--- src/rtl/line_mix_pkg.sv ---
// Constants and types for the line-output mixer control register slice.
// Assumes a 32-bit APB master; each register takes one aligned word at four times its index.
`default_nettype none
package line_mix_pkg;

  // Register indices; the byte address on APB is four times the index.
  localparam logic [9:0] IDX_RIGHT_DAC_TO_LEFT_LINE_MIX       = 10'h055;
  localparam logic [9:0] IDX_LEFT_LINE_OUTPUT_LEVEL           = 10'h056;
  localparam logic [9:0] IDX_LEFT_LINE2_TO_RIGHT_LINE_MIX     = 10'h057;
  localparam logic [9:0] IDX_LEFT_INPUT_AMP_TO_RIGHT_LINE_MIX = 10'h058;
  localparam logic [9:0] IDX_LEFT_DAC_TO_RIGHT_LINE_MIX       = 10'h059;
  localparam logic [9:0] IDX_RIGHT_LINE2_TO_RIGHT_LINE_MIX    = 10'h05A;

  localparam int MIX_COUNT = 5;

  // Entry 0 feeds the left line output, entries 1 to 4 feed the right line output.
  localparam logic [4:0][9:0] MIX_INDEX = {
    IDX_RIGHT_LINE2_TO_RIGHT_LINE_MIX,
    IDX_LEFT_DAC_TO_RIGHT_LINE_MIX,
    IDX_LEFT_INPUT_AMP_TO_RIGHT_LINE_MIX,
    IDX_LEFT_LINE2_TO_RIGHT_LINE_MIX,
    IDX_RIGHT_DAC_TO_LEFT_LINE_MIX
  };

  // Field positions of the left line output stage register.
  localparam int LEVEL_MSB   = 7;
  localparam int LEVEL_LSB   = 4;
  localparam int UNMUTE_BIT  = 3;
  localparam int RESERVED_BIT = 2;
  localparam int PENDING_BIT = 1;
  localparam int POWER_BIT   = 0;

  // Values after reset.
  localparam logic [3:0] LEVEL_RESET   = 4'h0;
  localparam logic       UNMUTE_RESET  = 1'b0;
  localparam logic       PENDING_RESET = 1'b1;
  localparam logic       POWER_RESET   = 1'b0;
  localparam logic [7:0] MIX_RESET     = 8'h00;

  typedef struct packed {
    logic       route;
    logic [6:0] atten;
  } path_type;

  typedef struct packed {
    logic [3:0] level;
    logic       unmute;
  } stage_type;

endpackage : line_mix_pkg

`default_nettype wire

--- src/rtl/line_mix_regs.sv ---
// APB register slice controlling the line-output mixers and the left line output stage.
// Assumes the analog side drives the pending and power status levels asynchronously.
`timescale 1ns/100ps
`default_nettype none

// Notes on behaviour
// [RULE_01] Bit 7 of 0x55 routes right DAC left.
// [RULE_02] Bits 6-0 of mixer registers: attenuation code.
// [RULE_03] Bit 7 of 0x57 routes left line2 right.
// [RULE_04] Bit 7 of 0x58 routes left amp right.
// [RULE_05] Bit 7 of 0x59 routes left DAC right.
// [RULE_06] Bit 7 of 0x5a routes right line2 right.
// [RULE_07] Bits 7-4 of 0x56: level, 1 dB steps.
// [RULE_08] Software never writes level codes 1010 to 1111.
// [RULE_09] Bit 3 of 0x56: zero mutes, one unmutes.
// [RULE_10] Bit 2 of 0x56 reserved, reads zero.
// [RULE_11] Bit 1 of 0x56 shows gain still pending.
// [RULE_12] Bit 0 of 0x56 shows output powered up.
// [RULE_13] Writes to read-only bits are ignored.
module line_mix_regs
#(
  parameter int ADDR_WIDTH = 12
)
(
  input  wire logic                                       pclk,           // APB clock, 250 MHz
  input  wire logic                                       presetn,        // Async reset, low
  input  wire logic                                       psel,           // APB select
  input  wire logic                                       penable,        // APB access phase
  input  wire logic                                       pwrite,         // APB write
  input  wire logic [ADDR_WIDTH-1:0]                      paddr,          // APB byte address
  input  wire logic [31:0]                                pwdata,         // APB write data
  input  wire logic [3:0]                                 pstrb,          // APB byte strobes
  output logic      [31:0]                                prdata,         // APB read data
  output logic                                            pready,         // APB ready
  output logic                                            pslverr,        // APB error
  input  wire logic                                       gain_pending,   // Analog gain ramp busy
  input  wire logic                                       left_power_up,  // Left output powered
  output line_mix_pkg::path_type [line_mix_pkg::MIX_COUNT-1:0] mix_path,  // Mixer routes
  output line_mix_pkg::stage_type                          left_stage      // Left stage level
);

  logic [31:0]              prdata_reg;
  logic [31:0]              prdata_next;
  logic                     pready_reg;
  logic                     pready_next;
  logic                     pslverr_reg;
  logic                     pslverr_next;
  logic [3:0]               level_reg;
  logic [3:0]               level_next;
  logic                     unmute_reg;
  logic                     unmute_next;
  logic                     pending_meta_reg;
  logic                     pending_sync_reg;
  logic                     power_meta_reg;
  logic                     power_sync_reg;
  logic [9:0]               index;
  logic                     mapped;
  logic                     wr_fire;
  // Unpacked so that each generate branch owns its own element outright.
  line_mix_pkg::path_type   mix_reg [line_mix_pkg::MIX_COUNT];
  line_mix_pkg::path_type   mix_next [line_mix_pkg::MIX_COUNT];

  assign index = 10'(paddr[ADDR_WIDTH-1:2]);

  always_comb
  begin
    mapped = (paddr[1:0] == 2'h0)
             && (index >= line_mix_pkg::IDX_RIGHT_DAC_TO_LEFT_LINE_MIX)
             && (index <= line_mix_pkg::IDX_RIGHT_LINE2_TO_RIGHT_LINE_MIX);
  end

  // A write lands only at the edge where the master sees pready high.
  assign wr_fire = psel && penable && pready_reg && pwrite && mapped && pstrb[0];

  // Mixer path registers: every bit is writable.
  genvar i;
  generate
    for (i = 0; i < line_mix_pkg::MIX_COUNT; i++)
    begin : g_mix
      always_comb
      begin
        mix_next[i] = mix_reg[i];
        if (wr_fire && (index == line_mix_pkg::MIX_INDEX[i]))
        begin
          mix_next[i] = line_mix_pkg::path_type'(pwdata[7:0]); // see [RULE_01] see [RULE_02] see [RULE_03] see [RULE_04] see [RULE_05] see [RULE_06]
        end
      end

      always_ff @(posedge pclk or negedge presetn)
      begin
        if (!presetn)
        begin
          mix_reg[i] <= line_mix_pkg::path_type'(line_mix_pkg::MIX_RESET);
        end
        else
        begin
          mix_reg[i] <= mix_next[i];
        end
      end
    end
  endgenerate

  // Output stage register; status bits are never taken from the bus.
  always_comb
  begin
    level_next  = level_reg;
    unmute_next = unmute_reg;
    if (wr_fire && (index == line_mix_pkg::IDX_LEFT_LINE_OUTPUT_LEVEL))
    begin
      // Codes above nine are left to software to avoid; they are stored as written.
      level_next  = pwdata[line_mix_pkg::LEVEL_MSB:line_mix_pkg::LEVEL_LSB]; // see [RULE_07] see [RULE_08]
      unmute_next = pwdata[line_mix_pkg::UNMUTE_BIT];                        // see [RULE_09] see [RULE_13]
    end
  end

  always_ff @(posedge pclk or negedge presetn)
  begin
    if (!presetn)
    begin
      level_reg  <= line_mix_pkg::LEVEL_RESET;
      unmute_reg <= line_mix_pkg::UNMUTE_RESET;
    end
    else
    begin
      level_reg  <= level_next;
      unmute_reg <= unmute_next;
    end
  end

  // Two-stage synchronisers; the pending pair resets high so the bit reads one after reset.
  always_ff @(posedge pclk or negedge presetn)
  begin
    if (!presetn)
    begin
      pending_meta_reg <= line_mix_pkg::PENDING_RESET;
      pending_sync_reg <= line_mix_pkg::PENDING_RESET; // see [RULE_11]
      power_meta_reg   <= line_mix_pkg::POWER_RESET;
      power_sync_reg   <= line_mix_pkg::POWER_RESET;   // see [RULE_12]
    end
    else
    begin
      pending_meta_reg <= gain_pending;
      pending_sync_reg <= pending_meta_reg;
      power_meta_reg   <= left_power_up;
      power_sync_reg   <= power_meta_reg;
    end
  end

  // One wait state: pready rises in the second access cycle, with the read data.
  always_comb
  begin
    pready_next  = 1'b0;
    pslverr_next = 1'b0;
    prdata_next  = prdata_reg;
    if (psel && penable && !pready_reg)
    begin
      pready_next  = 1'b1;
      pslverr_next = !mapped;
      prdata_next  = 32'h0000_0000;
      if (!pwrite && mapped)
      begin
        if (index == line_mix_pkg::IDX_LEFT_LINE_OUTPUT_LEVEL)
        begin
          prdata_next[line_mix_pkg::LEVEL_MSB:line_mix_pkg::LEVEL_LSB] = level_reg;
          prdata_next[line_mix_pkg::UNMUTE_BIT]  = unmute_reg;
          prdata_next[line_mix_pkg::RESERVED_BIT] = 1'b0;            // see [RULE_10]
          prdata_next[line_mix_pkg::PENDING_BIT] = pending_sync_reg; // see [RULE_11]
          prdata_next[line_mix_pkg::POWER_BIT]   = power_sync_reg;   // see [RULE_12]
        end
        else
        begin
          for (int k = 0; k < line_mix_pkg::MIX_COUNT; k++)
          begin
            if (index == line_mix_pkg::MIX_INDEX[k])
            begin
              prdata_next[7:0] = mix_reg[k];
            end
          end
        end
      end
    end
  end

  always_ff @(posedge pclk or negedge presetn)
  begin
    if (!presetn)
    begin
      pready_reg  <= 1'b0;
      pslverr_reg <= 1'b0;
      prdata_reg  <= 32'h0000_0000;
    end
    else
    begin
      pready_reg  <= pready_next;
      pslverr_reg <= pslverr_next;
      prdata_reg  <= prdata_next;
    end
  end

  assign prdata            = prdata_reg;
  assign pready            = pready_reg;
  assign pslverr           = pslverr_reg;
  assign left_stage        = '{level: level_reg, unmute: unmute_reg};

  always_comb
  begin
    for (int m = 0; m < line_mix_pkg::MIX_COUNT; m++)
    begin
      mix_path[m] = mix_reg[m];
    end
  end

endmodule : line_mix_regs

`default_nettype wire

--- config.mk ---
export PLATFORM = sky130hd
export DESIGN_NAME = line_mix_regs
export DESIGN_NICKNAME = d
export VERILOG_FILES = /design/src/rtl/line_mix_pkg.sv /design/src/rtl/line_mix_regs.sv
export SDC_FILE = /design/constraint.sdc
export NUM_CORES = 1
export LEC_CHECK = 0
export BUFFER_PORTS_ARGS = -buffer_cell sky130_fd_sc_hd__buf_2
export CORE_ASPECT_RATIO = 0.9
export CORE_UTILIZATION = 30
export DETAILED_ROUTE_END_ITERATION = 12
export GPL_TIMING_DRIVEN = 0
export PLACE_DENSITY = 0.55
export SETUP_SLACK_MARGIN = 0.5
export SYNTH_ARGS = -nofsm -noshare
export SYNTH_HDL_FRONTEND = slang
export SYNTH_SLANG_ARGS = --single-unit
--- constraint.sdc ---
create_clock -name pclk -period 4.3 [get_ports pclk]
set_clock_uncertainty 0.2 [all_clocks]
set_input_delay 0.215 -clock pclk [delete_from_list [all_inputs] [get_ports pclk]]
set_output_delay 0.215 -clock pclk [all_outputs]
set_load 0.03 [all_outputs]
==> results.yml, run 1 <==
clocking:
  cts_max_path_buffers: 2
  clkLatencyLatePin_ns: 0.33
  cts_max_level: 3
  cts_root_buf: "clkbuf_8"
  cts.clk_slew.worst_paths_ns: 0.07
  numCtsBuffers: 9
  cts_tree: "built"
  clock-sinks: 59
die:
  start_util_pct: 31.7
  coreArea_um2: 9330
  die-area_um2: 10300
  rows: 33
  die_x_um: 107
  dieHeight_um: 96.2
  io_pins: 134
routing:
  wl_per_cell_um: 15.5
  ant_nets: 0
  drc: 0
  drt-total-wl_um: 7770
  vias_per_cell: 4.63
  dr.pass1.iters: 4
  drt_iter0_markers: 93
  vias: 2321
pwr:
  power_mw: 1.17
  p_per_area_nw_per_um2: 302
  leakage_nw: 2.08
  ir_drop_mv: 0.131
flow_run:
  max_cap_viol_count: 0
critical_path:
  crit_cells: 5
  critical-path-max-stage-delay_ns: 0.50
  worstPathMaxFanout: 8
  arrival_ns: 2.33
  critPathCaptureType: "flop"
  crit_type: "reg -> reg"
  cp_common_cell: "nor3b_4"
  slowest_stage: "nor3b_4"
  startpoint_type: "flop"
  cp_num_buf_inv: 0
  crit_path_cell_trace: "and3_1 > nand3_1 > nor3b_4 > nor3b_4 > mux2_2"
  rr_worst_depth: 5
  cp_top_family: "simple AND/OR/NAND/NOR gates"
  required_ns: 4.32
finish:
  antennaDiodeCount: 0
  utilization_pct: 41.6
  fillers: 932
  final_cell_mix: "84 x buf_2, 57 x dfrtp_1, 44 x mux2_2"
  seq_area_um2: 1480
  drive_gt1_share_pct: 47.8
  largest_reg_flops: 40
  multiInputGateArea_um2: 1320
  nNetsFinal: 429
  syn2layout_area_growth_pct: 31.3
  final_common_cell: "buf_2"
  finish.instance_area_um2: 3880
sta:
  setup_viol: 0
  worst_slew_pin_slew_ns: 0.762
  hold-worst-slack_ns: 0.0172
  slew_headroom_pct: 49.2
  fin_crit_ns: 2.31
  final_max_slew_viol_count: 0
  post-route-period-util_pct: 53.7
  fmax_mhz: 433
  hold_viol: 0
  rsz0062_at_grt: "no"
  final.setup.tns_ns: 0
synth:
  synth_top_area_cell: "dfrtp_1"
  ys_top_cells_by_area: "dfrtp_1 48%, mux2_2 17%, buf_4 6.9%, nand2_1 1.9%, dfstp_2 1.8%"
  ys_warn_count: 0
  synth_area_per_cell_um2: 11.8
  synth_area_um2: 2960
  synthDistinctLibCells: 44
  yosysSeqAreaShare_pct: 50.0
  yosysTopAreaCellShare_pct: 48.3
  postSynthCellCount: 250
  synth_seq_cells: 59
grt:
  grt_pass1_vias: 2245
  track_usage_pct: 15.9
  grt_start_max_net_pins: 60
  grt_pass1_wl_um: 12000
  antenna_found_initial: 0
  grt.overflow.total: 0
placement:
  routabilityCongestion: 0.777
  io_buffers: 82
  dp_hpwl_um: 5720
  placed_area_um2: 3600
worst_hold_path:
  holdPathStages: 2
  hp-class: "in -> reg"
status:
  status: "finished clean"
[Yosys cell counts]
library cell and n:
mux2_2 44, buf_2 3, a211o_1 1, nor3b_2 1
nand3b_1 2, o22ai_1 1, clkbuf_1 5, nor4_4 1
nor4bb_1 2, and2b_1 1, nand3_1 9, mux2_1 1
mux2i_1 2, inv_1 3, nand3_2 2, buf_4 27
nand2_1 15, and2_1 1, a22o_1 4, a41oi_1 1
o221ai_1 4, or4b_1 1, nand2b_1 2, conb_1 1
a21oi_1 5, o21ai_1 1, o21ai_0 10, nor4_2 1
a22oi_1 5, nor2_1 10, nor4_1 1, dfstp_2 2
nor4b_1 1, a31oi_1 1, o2bb2ai_1 6, nor3b_4 2
a211oi_1 1, dfrtp_1 57, o31ai_1 2, and3_1 2
nor2b_1 4, and4_1 1, a2bb2oi_2 1, nor3_1 3
[layer usage]
| metal | vias up | part of all wire (%) | GRT usage (%) |
|---|---|---|---|
| met2 | 76 | 46 | 25.6 |
| met1 | 1123 | 46 | 20.2 |
| met5 | - | 0 | 0 |
| met3 | 6 | 6.9 | 5.62 |
| li1 | 1116 | - | - |
| met4 | 0 | 0.81 | 4.79 |
[cell type report]
class	count	area share (%)
tap	122	3.93
inverter	3	0.290
clock buffer	11	3.64
buffer	35	6.09
sequential	59	38.1
multi-input combinational	176	33.9
timing repair buffer	90	12.7
clock inverter	5	1.35
[logic make-up (layout without fill, tap and decap cells)]
logic type             Yosys count  count (layout)  synth area share (%)
muxes                           47              47                  17.8
AOI/OAI and AO/OA               43              43                  10.4
and+or+nand+nor                 62              62                  13.2
buffers and inverters           38             144                  8.38
other                            1              24                 0.127
DFF                             59              59                  50.0
[metrics by stage]
stage	std cells	setup slack [ns]
CTS	500	1.94
global route	501	1.83
floorplan	273	2.06
global placement	477	1.92
finish	501	1.99
detailed placement	477	1.90
[final timing paths]
kind / from / endpoint / slack (ns)
max reg2reg: pready / mix_path[37] / 1.99
max: pready / mix_path[37] / 1.99
min reg2reg: power_meta_reg / power_sync_reg / 0.15
min: pwdata[1] / mix_path[9] / 0.02
min in group asynchronous: presetn / mix_path[33] / 0.30
max in group asynchronous: presetn / mix_path[23] / 3.09
[power by group]
group | total (mW) | internal (mW) | switching (mW)
registers | 0.560 | 0.559 | 0.000974
logic | 0.120 | 0.0410 | 0.0790
clock network | 0.493 | 0.280 | 0.213
total | 1.17 | 0.880 | 0.293
[repair_timing]
action | CTS | global route
buffers inserted | 0 | 0
hold buffers | 7 | 1
hold endpoints to repair | 24 | 57
gates resized for setup | 0 | 0
No activity file was read; power rests on OpenSTA's default activity.
==> inputs of run 2 (changes only) <==
==> constraint.sdc (replaced) <==
create_clock -name pclk -period 2.31 [get_ports pclk]
set_clock_uncertainty 0.2 [all_clocks]
set_input_delay 0.1155 -clock pclk [delete_from_list [all_inputs] [get_ports pclk]]
set_output_delay 0.1155 -clock pclk [all_outputs]
set_load 0.03 [all_outputs]
==> run 2 against run 1 <==
Register-to-register slack lost 1.6 ns. Critical path depth grew 1. Highest routed layer unchanged. Largest power group unchanged. Global-route usage shrank 0.34 points. Wire length grew 0.51%.
==> results.yml, run 2 (synthesized netlist as in run 1, its figures left out) <==
sta:
  fmax_mhz: 515
  fin_crit_ns: 1.94
  slew_headroom_pct: 50.2
  hold_viol: 0
  final.setup.tns_ns: 0
  rsz0062_at_grt: "yes"
  final_max_slew_viol_count: 0
  worst_slew_pin_slew_ns: 0.746
  post-route-period-util_pct: 84.0
  setup_viol: 0
placement:
  numPlacedInstances: 477
  io_buffers: 82
  routabilityCongestion: 0.750
  dp_hpwl_um: 5650
die:
  die_x_um: 107
  dieHeight_um: 96.2
  rows: 33
  start_util_pct: 31.7
  io_pins: 134
  coreArea_um2: 9330
  die-area_um2: 10300
pwr:
  cell_internal_pwr_mw: 1.73
  pwr-share-seq_pct: 45.7
  p_per_area_nw_per_um2: 545
  power_mw: 2.28
  leakage_nw: 2.19
  p_switching_uw: 556
  pwr-share-clk_pct: 43.9
  switching_share_pct: 24.4
  ir_drop_mv: 0.217
  power_frac_comb_pct: 10.4
critical_path:
  arrival_ns: 1.96
  crit_type: "reg -> reg"
  crit_start: "pready"
  required_ns: 2.33
  rrSetupSlack_ns: 0.37
  rr_worst_depth: 6
  startpoint_type: "flop"
  worstPathMaxFanout: 5
  r2r_start: "pready"
  rr_endpoint: "mix_path[35]"
  critical_path.endpoint: "mix_path[35]"
  critPathCaptureType: "flop"
grt:
  grt_pass1_vias: 2363
  antenna_found_initial: 0
  grt.overflow.total: 0
  grt_start_max_net_pins: 60
  grt_pass1_wl_um: 12100
  track_usage_pct: 15.6
finish:
  antennaDiodeCount: 0
  final_cell_mix: "83 x buf_2, 56 x dfrtp_1, 33 x buf_4"
  multiInputGateArea_um2: 1490
  final_common_cell: "buf_2"
  largest_reg_flops: 40
  stdcell_count: 513
  seq_area_um2: 1480
  nNetsFinal: 441
  syn2layout_area_growth_pct: 41.6
  fillers: 897
  utilization_pct: 44.9
  drive_gt1_share_pct: 51.4
clocking:
  clkLatencyLatePin_ns: 0.33
  cts.clk_slew.worst_paths_ns: 0.07
  clock-sinks: 59
  cts_root_buf: "clkbuf_8"
  cts_max_level: 3
  cts_max_path_buffers: 2
  cts_tree: "built"
  numCtsBuffers: 9
routing:
  wl_per_cell_um: 15.2
  dr.pass1.iters: 4
  vias_per_cell: 4.55
  highest_layer: "met4"
  drt_iter0_markers: 91
  drc: 0
  met1Wirelength_um: 3780
  dr_wl_met3_um: 351
  vias: 2335
  ant_nets: 0
  drt-total-wl_um: 7810
  dr_wl_met2_um: 3580
worst_hold_path:
  hp-class: "in -> reg"
status:
  status: "finished clean"
flow_run:
  max_cap_viol_count: 0
-- run 2: cell count changes in the layout (fill, tap and decap cells not counted), sizes merged --
cell / delta
bufinv: +1
buf: +9
clkbuf: -1
dlygate4sd3: +3
clkinvlp: -1
clkinv: +1
-- run 2: power by group through the flow --
stage / Sequential, mW / Clock (mW) / Combinational, mW
5_1_grt: 1.04 / 1.06 / 0.260
6_report: 1.04 / 1.00 / 0.238
3_5_place_dp: 1.06 / 0 / 0.213
2_1_floorplan: 1.07 / 0 / 0.131
4_1_cts: 1.04 / 1.02 / 0.231
3_3_place_gp: 1.06 / 0 / 0.212
-- run 2: final cells by class --
class,instances,area share [%]
well taps,122,3.65
clock buffers,10,3.05
clock inverters,6,1.91
plain buffers,35,5.89
repair buffers,102,14.4
flip-flops and latches,59,35.4
multi-input cells,176,35.5
inverters,3,0.269
-- run 2: worst min path at each step --
stage                        startpoint                to  slack (ns)  cells past startpoint
after floorplan                 presetn      level_reg[0]       -0.38                      0
after global placement     gain_pending  pending_meta_reg        0.02                      1
after detailed placement  left_power_up    power_meta_reg        0.03                      1
after CTS                        pwrite         prdata[5]       -0.06                      4
after global routing           paddr[1]           pslverr        0.13                      5
final                          paddr[9]         prdata[2]        0.09                      5
-- run 2: layer usage --
layer / track usage (%) / up-vias
met1: 20.8 / 1121
met5: 0 / -
met2: 24.2 / 69
met4: 6.62 / 0
met3: 3.72 / 11
li1: - / 1134
-- run 2: critical path, cell delays in order, from the launching register on --
cell	delay, ns
dfrtp_2	0.38
and3_4	0.20
nand3_4	0.08
nor3b_4	0.24
nor3b_4	0.27
buf_6	0.17
mux2_4	0.30
-- run 2: timing repair --
item / in CTS / in global routing
pin swaps: 4 / 7
hold buffers: 11 / 0
buffers inserted: 4 / 5
gates resized for setup: 11 / 16
endpoints found under the setup margin: 49 / 49
hold endpoints to repair: 107 / 0
-- run 2: stage by stage --
stage          hold slack [ns]  setup WS [ns]  cell area [um2]
2_1_floorplan           -0.380          0.229             3130
3_3_place_gp            0.0218         0.0539             3690
3_5_place_dp            0.0252         0.0584             3690
4_1_cts                -0.0568          0.352             4090
5_1_grt                  0.126          0.267             4190
6_report                0.0859          0.370             4190
==> inputs of run 3 (changes only) <==
==> constraint.sdc (replaced) <==
create_clock -name pclk -period 2 [get_ports pclk]
set_clock_uncertainty 0.2 [all_clocks]
set_input_delay 0.1 -clock pclk [delete_from_list [all_inputs] [get_ports pclk]]
set_output_delay 0.1 -clock pclk [all_outputs]
set_load 0.03 [all_outputs]
==> run 3 against run 2 <==
Sequential share of layout area shrank 1.0 points. Sequential power grew 15%. Highest routed layer unchanged. Combinational power grew 19%. Register-to-register slack lost 0.27 ns. Wire length grew 1.1%. Final area grew 2.9%. Total power grew 19%. Flip-flop and latch count is the same. Final cell count grew 0.97%. Global-route usage grew 0.45 points. Clock-buffer cell count shrank 1. Largest power group is now the clock network.
==> results.yml, run 3 (synthesized netlist as in run 1, its figures left out) <==
sta:
  worst_slew_pin_slew_ns: 0.749
  post-route-period-util_pct: 95.1
  rsz0062_at_grt: "yes"
  fin_ws_ns: 0.0973
  fmax_mhz: 526
  setup_viol: 0
  final_max_slew_viol_count: 0
  fin_crit_ns: 1.90
  hold-worst-slack_ns: 0.0301
  hold_viol: 0
  slew_headroom_pct: 50.1
finish:
  syn2layout_area_growth_pct: 45.8
  utilization_pct: 46.2
  largest_reg_flops: 40
  nNetsFinal: 446
  seq_area_um2: 1480
  finish.instance_area_um2: 4310
  multiInputGateArea_um2: 1540
  final_cell_mix: "82 x buf_2, 56 x dfrtp_1, 36 x buf_4"
  drive_gt1_share_pct: 54.0
  final_common_cell: "buf_2"
  fillers: 942
  antennaDiodeCount: 0
routing:
  drt_iter0_markers: 114
  vias_per_cell: 4.59
  dr.pass1.iters: 4
  wl_per_cell_um: 15.2
  drc: 0
  drt-total-wl_um: 7890
  vias: 2378
  ant_nets: 0
clocking:
  cts_root_buf: "clkbuf_8"
  cts_tree: "built"
  cts.clk_slew.worst_paths_ns: 0.07
  numCtsBuffers: 9
  clkLatencyLatePin_ns: 0.33
  cts_max_path_buffers: 2
  cts_max_level: 3
  clock-sinks: 59
flow_run:
  max_cap_viol_count: 0
critical_path:
  critical-path-max-stage-delay_ns: 0.36
  startpoint_type: "flop"
  arrival_ns: 1.93
  required_ns: 2.03
  cp_num_buf_inv: 1
  cp_top_family: "simple AND/OR/NAND/NOR gates"
  slowest_stage: "dfrtp_2"
  worstPathMaxFanout: 5
  crit_path_cell_trace: "and3_4 > nand3_4 > nor3b_4 > nor3b_4 > buf_6 > mux2_4"
  cp_common_cell: "nor3b_4"
  crit_type: "reg -> reg"
  critPathCaptureType: "flop"
grt:
  grt_start_max_net_pins: 60
  track_usage_pct: 16.0
  antenna_found_initial: 0
  grt_pass1_wl_um: 12400
  grt.overflow.total: 0
  grt_pass1_vias: 2375
die:
  coreArea_um2: 9330
  die_x_um: 107
  io_pins: 134
  die-area_um2: 10300
  dieHeight_um: 96.2
  start_util_pct: 31.7
  rows: 33
placement:
  placed_area_um2: 3700
  place_ws_ns: -0.317
  io_buffers: 82
  dp_hpwl_um: 5800
  routabilityCongestion: 0.812
pwr:
  ir_drop_mv: 0.397
  leakage_nw: 2.24
  p_per_area_nw_per_um2: 631
status:
  status: "finished clean"
worst_hold_path:
  hp-class: "in -> reg"
==> run 3: changes by cell type in the layout (fill, tap and decap cells not counted), moves of 3 or more <==
cell	previous run	this run
buf_4	33	36
o21ai_0	7	3
mux2_2	20	17
clkinv_2	4	1
mux2_4	25	28
==> run 3: final timing paths <==
check                                  from                to  slack [ns]  cells past startpoint
max                                  pready      mix_path[36]         0.1                      6
min                                 penable            pready        0.03                      4
max reg2reg                          pready      mix_path[36]         0.1                      6
min in group asynchronous           presetn    power_sync_reg        0.17                      2
max in group asynchronous           presetn            pready        0.90                      2
min reg2reg                pending_meta_reg  pending_sync_reg        0.16                      0
==> run 3: timing repair <==
action	CTS	global route
resized for setup	32	12
setup buffers	11	3
hold buffers	10	1
setup endpoints to repair	53	55
hold endpoints to repair	104	57
pin swaps	12	5
==> run 3: worst reg2reg max path, cell delays in order, from the launching register on <==
cell and delay (ns):
dfrtp_2 0.36, and3_4 0.18, nand3_4 0.08, nor3b_4 0.23, nor3b_4 0.26, buf_6 0.17, mux2_4 0.30
==> run 3: metrics by stage <==
stage | cells | setup TNS, ns | total power, mW
final | 518 | 0 | 2.72
after global routing | 518 | -0.125 | 2.82
after floorplan | 273 | -0.722 | 1.38
after global placement | 477 | -6.08 | 1.47
after CTS | 514 | 0 | 2.74
after detailed placement | 477 | -6.63 | 1.47
==> run 3: per-layer routing <==
layer,global-route usage [%],wire length [um],vias to the layer above
met5,0,0,-
met1,21.2,3720,1140
li1,-,-,1145
met3,3.52,447,11
met2,25.9,3620,82
met4,5.94,107,0
==> run 3: report_power, final <==
part | switching (mW) | leakage [nW] | internal, mW
Clock | 0.520 | 0.114 | 0.712
Combinational | 0.179 | 1.33 | 0.103
Sequential | 0.00205 | 0.805 | 1.20
Total | 0.702 | 2.24 | 2.02
==> run 3: area by class of cell <==
cell class | instances | share of cell area [%]
buffer | 35 | 5.81
clock buffer | 9 | 2.88
clock inverter | 7 | 2.32
inverter | 3 | 0.261
multi-input combinational | 176 | 35.8
sequential | 59 | 34.4
tap | 122 | 3.54
timing repair buffer | 107 | 15.0
